--- config.mk ---
export PLATFORM = sky130hd
export DESIGN_NAME = wkr_ctrl
export DESIGN_NICKNAME = d
export VERILOG_FILES = /design/src/core/wkr_pkg.sv /design/src/core/wkr_ctrl.sv
export VERILOG_INCLUDE_DIRS = /design/src /design/src/core
export SDC_FILE = /design/constraint.sdc
export NUM_CORES = 1
export LEC_CHECK = 0
export ABC_AREA = 1
export BUFFER_PORTS_ARGS = -buffer_cell sky130_fd_sc_hd__buf_2
export CAP_MARGIN = 5
export CORE_AREA = 2 2 136 138
export CTS_CLUSTER_DIAMETER = 50
export DETAILED_ROUTE_END_ITERATION = 12
export DIE_AREA = 0 0 138 140
export GPL_ROUTABILITY_DRIVEN = 1
export SYNTH_ARGS = -nofsm -noshare
export SYNTH_HDL_FRONTEND = slang
export SYNTH_SLANG_ARGS = --single-unit
--- constraint.sdc ---
create_clock -name clk_sys -period 1.9 [get_ports clk_sys]
set_input_delay 0.285 -clock clk_sys [delete_from_list [all_inputs] [get_ports clk_sys]]
set_output_delay 0.285 -clock clk_sys [all_outputs]
set_load 0.01 [all_outputs]
--- src/core/wkr_defines.svh ---
// Register addresses, reset values and timing counts of the wake-up receiver control.
// Assumes a 40 MHz system clock; included by the package and by the bench modules.
`ifndef WKR_DEFINES_SVH
`define WKR_DEFINES_SVH

// Register address {A1, A0}
`define WKR_ADDR_POWER 2'h0
`define WKR_ADDR_CHSEL 2'h1
`define WKR_ADDR_TEST  2'h2
`define WKR_ADDR_MCFG  2'h3

// Power-on values of the four six-bit registers
`define WKR_RST_POWER 6'h0f
`define WKR_RST_CHSEL 6'h00
`define WKR_RST_TEST  6'h10
`define WKR_RST_MCFG  6'h18

// Probe channel, diagnostic select and aux pin mode codes {hi, lo}
`define WKR_PROBE_ALL   2'h3
`define WKR_DIAG_DATA   2'h0
`define WKR_DIAG_WAKE   2'h1
`define WKR_AUX_DIGITAL 2'h2

// Receive timeout, in microseconds and in system clocks
`define WKR_CLK_KHZ        40000
`define WKR_RX_TIMEOUT_US  3300
`define WKR_RX_TIMEOUT_CYC ((`WKR_RX_TIMEOUT_US * `WKR_CLK_KHZ) / 1000)
`define WKR_TMO_W          18

`endif

--- src/core/wkr_pkg.sv ---
// Types of the wake-up receiver control: register layouts, channel states, state record.
// Assumes wkr_defines.svh is on the include path.
package wkr_pkg;
  `include "wkr_defines.svh"

  // Power register, bit 0 first from the bottom
  typedef struct packed {
    logic antenna_route_hi;
    logic antenna_route_lo;
    logic regulator_on;
    logic channel_three_on;
    logic channel_two_on;
    logic channel_one_on;
  } wkr_power_t;

  // Channel select register
  typedef struct packed {
    logic wake_release;
    logic input_damping_on;
    logic aux_pin_mode_hi;
    logic aux_pin_mode_lo;
    logic probe_channel_hi;
    logic probe_channel_lo;
  } wkr_chsel_t;

  // Diagnostic register
  typedef struct packed {
    logic wake_gen_on;
    logic rssi_step_high;
    logic test_spare;
    logic diag_select_hi;
    logic diag_select_lo;
    logic diag_mux_on;
  } wkr_test_t;

  // Pattern matcher configuration register
  typedef struct packed {
    logic spare_must_zero;
    logic threshold_filter_tau;
    logic zero_tolerance_hi;
    logic zero_tolerance_lo;
    logic pattern_repeat_select;
    logic matcher_clock_off;
  } wkr_mcfg_t;

  typedef enum logic [1:0] {
    WKR_CH_OFF     = 2'b00,
    WKR_CH_STANDBY = 2'b01,
    WKR_CH_RECEIVE = 2'b10
  } wkr_ch_state_t;

  // Controls toward the analog front end and the matchers
  typedef struct packed {
    logic [2:0] amp_on;
    logic [2:0] matcher_pwr;
    logic [2:0] matcher_clk_en;
    logic       repeat_double;
    logic [1:0] zero_tol;
    logic       tau_large;
    logic       input_short;
    logic [1:0] antenna_mode;
    logic       damping_on;
    logic       regulator_on;
    logic       rssi_step_high;
  } wkr_ana_t;

  // Whole state of the control block
  typedef struct packed {
    wkr_power_t                          power;
    wkr_chsel_t                          chsel;
    wkr_test_t                           test;
    wkr_mcfg_t                           mcfg;
    logic                                cs_s1;
    logic                                cs_s2;
    logic [2:0]                          det_s1;
    logic [2:0]                          det_s2;
    logic [2:0]                          dat_s1;
    logic [2:0]                          dat_s2;
    wkr_ch_state_t [2:0]                 ch_st;
    logic [2:0][`WKR_TMO_W-1:0]          tmo_cnt;
    logic [2:0]                          hit_pend;
    logic [2:0]                          wake_lat;
    logic                                por_wake;
    wkr_ana_t                            ana;
    logic                                wake_n;
    logic                                rssi_dout;
    logic                                rssi_oe_n;
    logic [2:0]                          ch_receive;
  } wkr_state_t;
endpackage

--- src/core/wkr_ctrl.sv ---
// Control of a three-channel wake-up receiver: registers, channel power states, pin routing.
// Assumes register writes arrive already deframed on clk_sys; detector levels and chip select are asynchronous.
`timescale 1ns/1ps

module wkr_ctrl
  import wkr_pkg::*;
#(
  parameter int unsigned TIMEOUT_CYC = `WKR_RX_TIMEOUT_CYC
)(
  input  wire logic       clk_sys,
  input  wire logic       nrst,
  input  wire logic       wr_stb,
  input  wire logic [1:0] wr_addr,
  input  wire logic [5:0] wr_data,
  input  wire logic       cs_pin,
  input  wire logic [2:0] sig_det,
  input  wire logic [2:0] rx_data,
  input  wire logic [2:0] matcher_hit,
  output wkr_ana_t        ana_ctl,
  output logic            wake_n,
  output logic            rssi_dout,
  output logic            rssi_oe_n,
  output logic [2:0]      ch_receive
);

  localparam logic [`WKR_TMO_W-1:0] TMO_LIM = TIMEOUT_CYC[`WKR_TMO_W-1:0];

  // Counter width must hold the timeout
  if (TIMEOUT_CYC < 1 || TIMEOUT_CYC >= (1 << `WKR_TMO_W))
  begin : g_bad_timeout
    $error("TIMEOUT_CYC out of range");
  end

  wkr_state_t st_r;
  wkr_state_t st_nxt;
  logic [2:0] chan_en;
  logic [2:0] hit_ok;
  logic [1:0] probe;
  logic [1:0] diag_sel;
  logic       any_wake;
  logic       sel_wake;
  logic       sel_data;

  // One of three by probe code; code 11 yields zero
  function automatic logic sel3(input logic [2:0] v, input logic [1:0] s);
    logic r;
    r = 1'b0;
    case (s)
      2'h0: r = v[0];
      2'h1: r = v[1];
      2'h2: r = v[2];
      default: r = 1'b0;
    endcase
    return r;
  endfunction

  // Invalid zero-half-bits allowed: 3 minus the code {hi, lo}
  function automatic logic [1:0] zero_tol(input wkr_mcfg_t m);
    return 2'h3 - {m.zero_tolerance_hi, m.zero_tolerance_lo};
  endfunction

  // Decoded views of the current registers
  assign chan_en  = {st_r.power.channel_three_on, st_r.power.channel_two_on, st_r.power.channel_one_on};
  assign probe    = {st_r.chsel.probe_channel_hi, st_r.chsel.probe_channel_lo};
  assign diag_sel = {st_r.test.diag_select_hi, st_r.test.diag_select_lo};
  assign any_wake = (|st_r.wake_lat) | st_r.por_wake;
  assign sel_wake = sel3(st_r.wake_lat, probe);
  assign sel_data = sel3(st_r.dat_s2, probe);

  // Matcher hits only count in receive with the matcher clocked
  always_comb
  begin
    for (int i = 0; i < 3; i++)
    begin
      hit_ok[i] = matcher_hit[i] && st_r.ch_st[i] == WKR_CH_RECEIVE
                  && !st_r.mcfg.matcher_clock_off;
    end
  end

  // Next state
  always_comb
  begin
    st_nxt = st_r;

    // Two-flop synchronisers for pins and detector levels
    st_nxt.cs_s1  = cs_pin;
    st_nxt.cs_s2  = st_r.cs_s1;
    st_nxt.det_s1 = sig_det;
    st_nxt.det_s2 = st_r.det_s1;
    st_nxt.dat_s1 = rx_data;
    st_nxt.dat_s2 = st_r.dat_s1;

    // Writes are never gated by power state, so sleep can be left
    if (wr_stb)
    begin
      case (wr_addr)
        `WKR_ADDR_POWER: st_nxt.power = wr_data;
        `WKR_ADDR_CHSEL: st_nxt.chsel = wr_data;
        `WKR_ADDR_TEST:  st_nxt.test  = wr_data;
        `WKR_ADDR_MCFG:  st_nxt.mcfg  = wr_data;
        default: st_nxt.mcfg = st_r.mcfg;
      endcase
    end

    // Per-channel power states
    for (int i = 0; i < 3; i++)
    begin
      case (st_r.ch_st[i])
        WKR_CH_OFF:
        begin
          if (chan_en[i])
            st_nxt.ch_st[i] = WKR_CH_STANDBY;
        end
        WKR_CH_STANDBY:
        begin
          st_nxt.tmo_cnt[i] = '0;
          if (!chan_en[i])
            st_nxt.ch_st[i] = WKR_CH_OFF;
          else if (st_r.det_s2[i])
            st_nxt.ch_st[i] = WKR_CH_RECEIVE;
        end
        WKR_CH_RECEIVE:
        begin
          if (!chan_en[i])
            st_nxt.ch_st[i] = WKR_CH_OFF;
          else if (st_r.det_s2[i])
            st_nxt.tmo_cnt[i] = '0;
          else if (st_r.tmo_cnt[i] >= TMO_LIM)
            st_nxt.ch_st[i] = WKR_CH_STANDBY;
          else
            st_nxt.tmo_cnt[i] = st_r.tmo_cnt[i] + 1'b1;
        end
        default: st_nxt.ch_st[i] = WKR_CH_OFF;
      endcase

      // Pattern counting; a half pair is dropped when receive ends
      if (hit_ok[i])
      begin
        if (!st_r.mcfg.pattern_repeat_select || st_r.hit_pend[i])
        begin
          st_nxt.wake_lat[i] = 1'b1;
          st_nxt.hit_pend[i] = 1'b0;
        end
        else
          st_nxt.hit_pend[i] = 1'b1;
      end
      if (st_nxt.ch_st[i] != WKR_CH_RECEIVE)
        st_nxt.hit_pend[i] = 1'b0;
    end

    // Release holds every detection clear, power-on wake included
    if (st_r.chsel.wake_release)
    begin
      st_nxt.wake_lat = '0;
      st_nxt.hit_pend = '0;
      st_nxt.por_wake = 1'b0;
    end

    // Front-end controls, one cycle behind the registers
    for (int i = 0; i < 3; i++)
    begin
      st_nxt.ana.amp_on[i]         = st_r.ch_st[i] != WKR_CH_OFF;
      st_nxt.ana.matcher_pwr[i]    = st_r.ch_st[i] == WKR_CH_RECEIVE;
      st_nxt.ana.matcher_clk_en[i] = st_r.ch_st[i] == WKR_CH_RECEIVE
                                     && !st_r.mcfg.matcher_clock_off;
      st_nxt.ch_receive[i]         = st_r.ch_st[i] == WKR_CH_RECEIVE;
    end
    st_nxt.ana.repeat_double  = st_r.mcfg.pattern_repeat_select;
    st_nxt.ana.zero_tol       = zero_tol(st_r.mcfg);
    st_nxt.ana.tau_large      = st_r.mcfg.threshold_filter_tau;
    st_nxt.ana.input_short    = st_r.power.antenna_route_hi && st_r.power.antenna_route_lo;
    st_nxt.ana.antenna_mode   = {st_r.power.antenna_route_hi, st_r.power.antenna_route_lo};
    st_nxt.ana.damping_on     = st_r.chsel.input_damping_on;
    st_nxt.ana.regulator_on   = st_r.power.regulator_on;
    st_nxt.ana.rssi_step_high = st_r.test.rssi_step_high;

    // Wake pin, active low; diagnostic mux overrides the normal path
    if (st_r.test.diag_mux_on)
    begin
      case (diag_sel)
        `WKR_DIAG_DATA: st_nxt.wake_n = sel_data;
        `WKR_DIAG_WAKE: st_nxt.wake_n = !sel_wake;
        default: st_nxt.wake_n = 1'b1; // Unused codes park the pin inactive
      endcase
    end
    else if (st_r.chsel.wake_release)
      st_nxt.wake_n = 1'b1;
    else
      st_nxt.wake_n = !any_wake;

    // Aux pin, independent of the wake pin path
    st_nxt.rssi_oe_n = !(st_r.cs_s2
                         && {st_r.chsel.aux_pin_mode_hi, st_r.chsel.aux_pin_mode_lo} == `WKR_AUX_DIGITAL);
    if (probe == `WKR_PROBE_ALL)
      st_nxt.rssi_dout = !any_wake;
    else if (diag_sel == `WKR_DIAG_WAKE)
      st_nxt.rssi_dout = !sel_wake;
    else if (diag_sel == `WKR_DIAG_DATA)
      st_nxt.rssi_dout = sel_data;
    else
      st_nxt.rssi_dout = 1'b1;
  end

  // State register; power-on activates the wake pin until released
  always_ff @(posedge clk_sys or negedge nrst)
  begin
    if (!nrst)
    begin
      st_r           <= '0;
      st_r.power     <= `WKR_RST_POWER;
      st_r.chsel     <= `WKR_RST_CHSEL;
      st_r.test      <= `WKR_RST_TEST;
      st_r.mcfg      <= `WKR_RST_MCFG;
      st_r.por_wake  <= 1'b1;
      st_r.rssi_oe_n <= 1'b1;
    end
    else
      st_r <= st_nxt;
  end

  // Outputs come straight from the state register
  assign ana_ctl    = st_r.ana;
  assign wake_n     = st_r.wake_n;
  assign rssi_dout  = st_r.rssi_dout;
  assign rssi_oe_n  = st_r.rssi_oe_n;
  assign ch_receive = st_r.ch_receive;
endmodule

After elaboration in Yosys (flattened, before gate mapping)
Index checks and enable logic that the tools add are counted.

Memory bits (read-only): 0. Flip-flop bits (word level): 124. Latch bits: 0. Output and inout port bits: 25. Logic and storage cells: 193. Bits in writable memories: 0. Memories: 0.

$add $sub $neg: 4. Div/mod/pow operators: 0. Bitwise gates (word level): 1. Multiplexer cells: 57. Shifts and indexed selects: 0. Reductions and logical operators: 51. $mul: 0. Eq/ne operators: 23. $lt $le $gt $ge: 3.

Operators with widths (count): 18-bit 2-to-1 mux (9); 18-bit one-hot mux with 2 select lines (3); 18-bit by 1-bit adder with 18-bit output, second input constant (3); 18-bit >= comparator, second input constant (3); 2-bit 2-to-1 mux (18); 2-bit nonzero test (12); 1-bit 2-to-1 mux (20); 2-bit one-hot mux with 3 select lines (3); 2-bit equality test, second input constant (8); 2-bit AND reduction (7); 2-bit by 1-bit equality test with 1-bit output, second input constant (6); 2-bit logical NOT (6); 2-bit inequality test, second input constant (6); 1-bit logical AND (11); 3-bit inequality test, second input constant (3); 3-bit AND reduction (3); 3-bit nonzero test (3); 7-bit 2-to-1 mux (1); 1-bit one-hot mux with 3 select lines (2); 1-bit logical NOT (5); 1-bit logical OR (3); 3-bit OR reduction (1); 1-bit one-hot mux with 2 select lines (1); 2-bit subtractor, first input constant (1); 1-bit OR (1).

Longest topological paths before layout
Gate-level depths: netlist (run 1).

Depth in word-level cells: 8. Mapped depth: 10.

Worst setup path after synthesis (run 1)
Ideal clock, no wire load.

Kind: register to register. Start point: reg st_r[68] (netlist bit). End point: reg st_r[84] (netlist bit). Path buffers: 0. Required time: 1.824 ns. Cell stages (with the launch flop): 10. Period minus slack after synthesis: 1.381 ns. Slack: 0.519 ns. Data arrival time: 1.305 ns. Cells stage by stage: dfrtp_1 -> ha_1 -> nand2_1 -> nor2_1 -> nand2_1 -> nor2_1 -> nand3_1 -> nand2_1 -> nand3_1 -> o21ai_1.

Longest elaborated chain between the ends: 5. Elaborated cells between the ends (all ways): 8. Classes of those cells: 1 x add/sub; 1 x order compare; 1 x eq/ne; 4 x mux; 1 x reduce/logical.

Ends and longest elaborated chain: start: declaration (line wkr_ctrl.sv:34) `wkr_state_t st_r;`; start signal: assignment (line wkr_ctrl.sv:218) `st_r <= st_nxt;`; 18-bit by 1-bit adder with 18-bit output (line wkr_ctrl.sv:131) `st_nxt.tmo_cnt[i] = st_r.tmo_cnt[i] + 1'b1;`; 18-bit 2-to-1 mux (line wkr_ctrl.sv:128) `else if (st_r.tmo_cnt[i] >= TMO_LIM)`; 18-bit 2-to-1 mux (line wkr_ctrl.sv:126) `else if (st_r.det_s2[i])`; 18-bit 2-to-1 mux (line wkr_ctrl.sv:124) `if (!chan_en[i])`; 18-bit one-hot mux with 2 select lines (line wkr_ctrl.sv:108) `case (st_r.ch_st[i])`.

Parallel ways exist; a longest one is shown, timed or not. The select of a mux whose other input is x is not followed. A chain may end at the register's enable or synchronous reset.

Worst setup path in the final report (run 1)
Start point: reg st_r[44] (netlist bit). End point: reg st_r[49] (netlist bit).

The elaborated chain is that of the path after synthesis.

==> flow_metrics.tcl, run 1 <==
set metrics [dict create \
    layout_commonest_cell "nand2_1" \
    worst_pin_slew_ps 440 \
    worst-setup-path-type "register to register" \
    clock.fmax_ghz 0.613 \
    dp_slack_ps 308 \
    yosys_warnings 0 \
    io_pins 46 \
    gp_congestion 0.865 \
    io_buffers 45 \
    slowest_stage "dfrtp_1" \
    clk_pin_slew_worst_paths_ps 60 \
    yosys.area_share.simple_pct 28.5 \
    synth_xor_area_share_pct 1.38 \
    synth-main-ff-cell "dfrtp_1" \
    r2r_cells 9 \
    r2r-end "st_r[49]$_DFFE_PN0P_" \
    synthAdderAreaFrac_pct 1.18 \
    drv_cap 0 \
    die_w_microns 138 \
    critical_path_buf_inv_count 0 \
    cts-resized-gates 0 \
    n_antenna_cell 0 \
    dr.pass1.iters 5 \
    final_layout_size_suffix_gt1_share_pct 16.1 \
    synth_enable_flop_cells 0 \
    fin_skew_ps 10.8 \
    drt.antenna.violating_nets 0 \
    fin_crit_sh_pct 85.9 \
    peakVddDrop_uv 572 \
    core_sq_mm 0.0178 \
    grt_pass1_vias 4959 \
    worstPathCellList "nor2_1 > nand2_1 > nor2_1 > nand2_1 > nand2_2 > nand2_2 > nand2_2 > nand3_1 > a21oi_1" \
    hp-class "input pin to register" \
    crit_path_frequent_cell "nand2_2" \
    placed_area_sq_mm 0.00671 \
    reg2reg_slack_ps 270 \
    netlist_instances 788 \
    rows 49 \
    synth_seq_cells 124 \
    cts_root_buf "clkbuf_16" \
    worstHoldStart "wr_data[3]" \
    rr_startpoint "st_r[44]$_DFFE_PN0P_" \
    grt_pass1_wl_mm 23.8 \
    via_count 5080 \
    post-route-min-period_ps 1630 \
    hold_viol 0 \
    synth-compound-area-share_pct 9.88 \
    power.leakage_nw 3.35 \
    hold_depth 3 \
    cp_max_fo 16 \
    cts_max_level 4 \
    routed_via_density 4.72 \
    grt-ovfl-total 0 \
    syn-num-nets 815 \
    maxSlewViolCount 0 \
    hpwl_mm 9.74 \
    drc 0 \
    synth_top_family_by_area "simple AND/OR/NAND/NOR gates" \
    cp-start-kind "register" \
    cts_buffer_depth 2 \
    setup_slack_ps 268 \
    async_reset_ff_share_pct 100 \
    final_area_sq_mm 0.00736 \
    slew_headroom_pct 70.6 \
    avgSynthCellArea_sq_um 8.07 \
    initial_utilization_pct 35.8 \
    crit_required_ps 2230 \
    die_h_microns 140 \
    worstPathArrival_ps 1960 \
    cts_num_sinks 124 \
    avgRoutedWirePerCell_microns 12.6 \
    antenna_found_initial 0 \
    cts_buffers 17 \
    area_delta_synth_final_pct 15.8 \
    setup_viol 0 \
    min_to "st_r[109]$_DFFE_PN1P_" \
    grt_max_degree 42 \
    synth_area_sq_mm 0.00636 \
    drt_iter0_markers 356 \
    dieArea_sq_mm 0.0193 \
    clk_latency_ps 410 \
    critPathMaxStageDelay_ps 450 \
    routed_wl_mm 13.6 \
    post_cts_buffers 0 \
    critical_path.top_delay_family "simple AND/OR/NAND/NOR gates" \
    track_usage_pct 14.9 \
    outcome "finished, final reports clean" \
    powerDensity_mw_per_mm2 947 \
    seq_area_frac_synth_pct 49.0 \
    endpoint_kind "register" \
    synth_cell_types 39 \
    mostFrequentLayoutCells "nand2_1 (189), dfrtp_1 (115), nor2_1 (89)" \
    fin_tns_setup_ps 0 \
    rsz0062_at_grt "no" \
    nNetsFinal 862 \
    cts_tree "done" \
    synth_mux_area_share_pct 0 \
]
power breakdown:
part | leakage [nW] | internal (mW) | switching (mW)
clock | 0.279 | 1.99 | 1.15
combinational | 1.46 | 0.275 | 0.562
sequential | 1.61 | 2.87 | 0.130
total | 3.35 | 5.13 | 1.84
cell type report:
cell class              instances  area [sq um]
fillers                      1826         10400
flip-flops and latches        124          3110
multi-input cells             534          2610
clock buffers                  21           460
repair buffers                 65           427
inverters                      93           354
well taps                     229           287
clock inverters                10           116
synth_stat cells, types with 10 or more instances:
cell / n / area [sq um]
xor2_1: 10 / 87.6
a21oi_1: 35 / 175
nand2_2: 11 / 68.8
nor3_1: 12 / 60.1
o21ai_1: 12 / 60.1
o21ai_0: 48 / 240
nand2_1: 189 / 709
dfrtp_1: 115 / 2880
nand4_1: 29 / 181
inv_1: 82 / 308
nand3_1: 56 / 280
nor2_1: 89 / 334
buf_4: 24 / 180
worst max-delay path by stage:
| stage | start | endpoint | slack (ps) | cells past startpoint |
|---|---|---|---|---|
| global route | st_r[69]$_DFFE_PN0P_ | st_r[84]$_DFFE_PN0P_ | 100 | 9 |
| detailed placement | st_r[64]$_DFFE_PN0P_ | st_r[52]$_DFFE_PN0P_ | 310 | 9 |
| floorplan | st_r[68]$_DFFE_PN0P_ | st_r[84]$_DFFE_PN0P_ | 520 | 9 |
| finish | st_r[44]$_DFFE_PN0P_ | st_r[49]$_DFFE_PN0P_ | 270 | 9 |
| global placement | st_r[44]$_DFFE_PN0P_ | st_r[49]$_DFFE_PN0P_ | 330 | 9 |
| CTS | st_r[68]$_DFFE_PN0P_ | st_r[84]$_DFFE_PN0P_ | 280 | 9 |
logic make-up (layout without fill, tap and decap cells):
group,Yosys count,count (layout)
compound gates,114,114
simple gates,404,404
flops,124,124
fa+ha+maj,6,6
xor+xnor,10,10
buf+inv,130,189
sequential cells by signal (all words and copies together), names as in the netlist:
name        count
diag_sel        2
wake_n          1
probe           2
ana_ctl        16
rssi_oe_n       1
chan_en         3
st_r           81
rssi_dout       1
st_nxt         14
ch_receive      3
stage by stage:
| stage | cells | hold WS (ps) | utilization, % | power, mW |
|---|---|---|---|---|
| after floorplan | 788 | -10.6 | - | 3.68 |
| after global placement | 1037 | 223 | 37.7 | 3.86 |
| after detailed placement | 1037 | 227 | 37.7 | 3.87 |
| after CTS | 1076 | 145 | 41.4 | 7.06 |
| after global routing | 1076 | 164 | 41.4 | 7.33 |
| final | 1076 | 149 | 41.4 | 6.97 |
worst reg2reg max path: cells and delay by family (launching register included):
kind,cells,cell delay [ps]
compound gates,1,180
simple gates,8,910
flops,1,450
metal layers:
layer	wire length (microns)	track usage (%)	part of all wire, %
met1	6630	20.4	49
met2	6330	23.9	47
met3	476	3.45	3.5
met4	161	4.46	1.2
met5	0	0	0
repair_timing:
item / in CTS / in global routing
hold endpoints to repair: 41 / 0
hold buffers: 8 / 0
endpoints found under the setup margin: 0 / 0
(Power assumes the default switching activity.)
==> run 2: changes to the inputs <==
==> constraint.sdc (replaced) <==
create_clock -name clk_sys -period 1.7 [get_ports clk_sys]
set_input_delay 0.255 -clock clk_sys [delete_from_list [all_inputs] [get_ports clk_sys]]
set_output_delay 0.255 -clock clk_sys [all_outputs]
set_load 0.01 [all_outputs]
==> flow_metrics.tcl, run 2 (same netlist as run 1, synthesis figures left out) <==
set metrics [dict create \
    slowest_stage "dfrtp_1" \
    die_h_microns 140 \
    p_int_mw 5.85 \
    cp_max_fo 5 \
    crit_end "st_r[84]$_DFFE_PN0P_" \
    pwr-share-seq_pct 41.7 \
    rows 49 \
    nNetsFinal 877 \
    via_count 5215 \
    layout_commonest_cell "nand2_1" \
    n_antenna_cell 0 \
    cts_root_buf "clkbuf_16" \
    post-route-min-period_ps 1570 \
    worstPathCellList "ha_2 > nand2_1 > nor2_1 > nand2_1 > nor2_2 > nand3_1 > nand2_1 > nand3_1 > o21ai_1" \
    crit_start "st_r[68]$_DFFE_PN0P_" \
    reg2reg_slack_ps 130 \
    clock.fmax_ghz 0.637 \
    die_w_microns 138 \
    rsz0062_at_grt "no" \
    post_cts_buffers 0 \
    crit_path_frequent_cell "nand2_1" \
    rr_startpoint "st_r[68]$_DFFE_PN0P_" \
    clkPwrFrac_pct 46.6 \
    outcome "finished, final reports clean" \
    cts_max_level 4 \
    grt_max_degree 55 \
    cts_buffer_depth 2 \
    hp-class "input pin to register" \
    worst-setup-path-type "register to register" \
    final_layout_size_suffix_gt1_share_pct 18.4 \
    drt.antenna.violating_nets 0 \
    io_pins 46 \
    worstPathArrival_ps 1910 \
    hpwl_mm 9.82 \
    setup_viol 0 \
    hold_viol 0 \
    routed_wl_mm 13.6 \
    fin_tns_setup_ps 0 \
    clk_pin_slew_worst_paths_ps 60 \
    cts_buffers 17 \
    drt_iter0_markers 384 \
    endpoint_kind "register" \
    grt_pass1_wl_mm 23.6 \
    core_sq_mm 0.0178 \
    io_buffers 45 \
    r2r-end "st_r[84]$_DFFE_PN0P_" \
    r2r_cells 9 \
    slew_headroom_pct 72.5 \
    cts_tree "done" \
    antenna_found_initial 0 \
    p_sw_mw 2.20 \
    peakVddDrop_uv 743 \
    drv_cap 0 \
    sw_frac_of_total_pct 27.3 \
    post-route-util_pct 42.4 \
    gp_congestion 0.908 \
    powerDensity_mw_per_mm2 1070 \
    fillers 1791 \
    crit_required_ps 2050 \
    grt_pass1_vias 4949 \
    area_delta_synth_final_pct 18.5 \
    clk_latency_ps 420 \
    largest_reg_flops 81 \
    p_comb_share_pct 11.7 \
    regMostFlops "st_r" \
    mostFrequentLayoutCells "nand2_1 (188), dfrtp_1 (114), nor2_1 (87)" \
    avgRoutedWirePerCell_microns 12.5 \
    routed_via_density 4.78 \
    worst_pin_slew_ps 412 \
    dieArea_sq_mm 0.0193 \
    initial_utilization_pct 35.8 \
    track_usage_pct 14.9 \
    drc 0 \
    dr.pass1.iters 7 \
    cp-start-kind "register" \
    grt-ovfl-total 0 \
    fin_skew_ps 6.85 \
    power.leakage_nw 3.45 \
    fin_crit_sh_pct 92.3 \
    cts_num_sinks 124 \
    critPathMaxStageDelay_ps 400 \
    maxSlewViolCount 0 \
]
[run 2: critical path, delay by kind of cell, from the launching register on]
family,cells,cell delay (ps)
AOI/OAI and AO/OA,1,130
adders and majority gates,1,230
and+or+nand+nor,7,740
DFF,1,400
[run 2: per-stage QoR]
step           total power [mW]  std cells  setup slack [ps]  area [sq um]  hold slack [ps]
3_3_place_gp               4.33       1052               145          6820              236
2_1_floorplan              4.11        788               319          6360            -40.6
5_1_grt                    8.43       1092              8.60          7530              129
4_1_cts                    8.13       1092              93.9          7510             88.0
6_report                   8.05       1092               131          7530             99.1
3_5_place_dp               4.34       1052              96.8          6820              239
[run 2: how the worst min path moves through the flow]
stage                            endpoint  depth (start not counted)       start
floorplan            ana_ctl[0]$_DFF_PN0_                          0        nrst
global placement    st_nxt[8]$_DFFE_PN0P_                          2        nrst
detailed placement  st_nxt[8]$_DFFE_PN0P_                          2        nrst
CTS                 st_r[123]$_DFFE_PN0P_                          3  wr_data[5]
global route        st_nxt[7]$_DFFE_PN1P_                          3  wr_data[3]
finish              st_nxt[7]$_DFFE_PN1P_                          3  wr_data[3]
[run 2: layer usage]
| metal | wire (microns) | global-route usage (%) | up-vias |
|---|---|---|---|
| met5 | 0 | 0 | - |
| met4 | 165 | 5.26 | 0 |
| met3 | 429 | 3.18 | 15 |
| met2 | 6410 | 24.0 | 84 |
| met1 | 6610 | 20.0 | 2457 |
| li1 | - | - | 2659 |
[run 2: power groups by stage]
stage / Combinational (mW) / Clock (mW) / Sequential (mW)
2_1_floorplan: 0.749 / 0 / 3.37
3_3_place_gp: 0.925 / 0 / 3.40
3_5_place_dp: 0.931 / 0 / 3.41
4_1_cts: 0.951 / 3.83 / 3.36
5_1_grt: 1.08 / 3.97 / 3.38
6_report: 0.942 / 3.76 / 3.35
[run 2: layout make-up]
type	count	area [sq um]	area share [%]
tap	229	287	3.80
timing repair buffer	80	539	7.16
inverter	93	357	4.73
clock buffer	17	425	5.65
multi-input combinational	534	2630	34.9
clock inverter	15	184	2.44
sequential	124	3120	41.4
[run 2: timing repair]
action,in CTS,in global routing
hold buffers,8,0
endpoints found under the hold margin,122,0
gates resized for setup,0,9
setup endpoints to repair,0,21
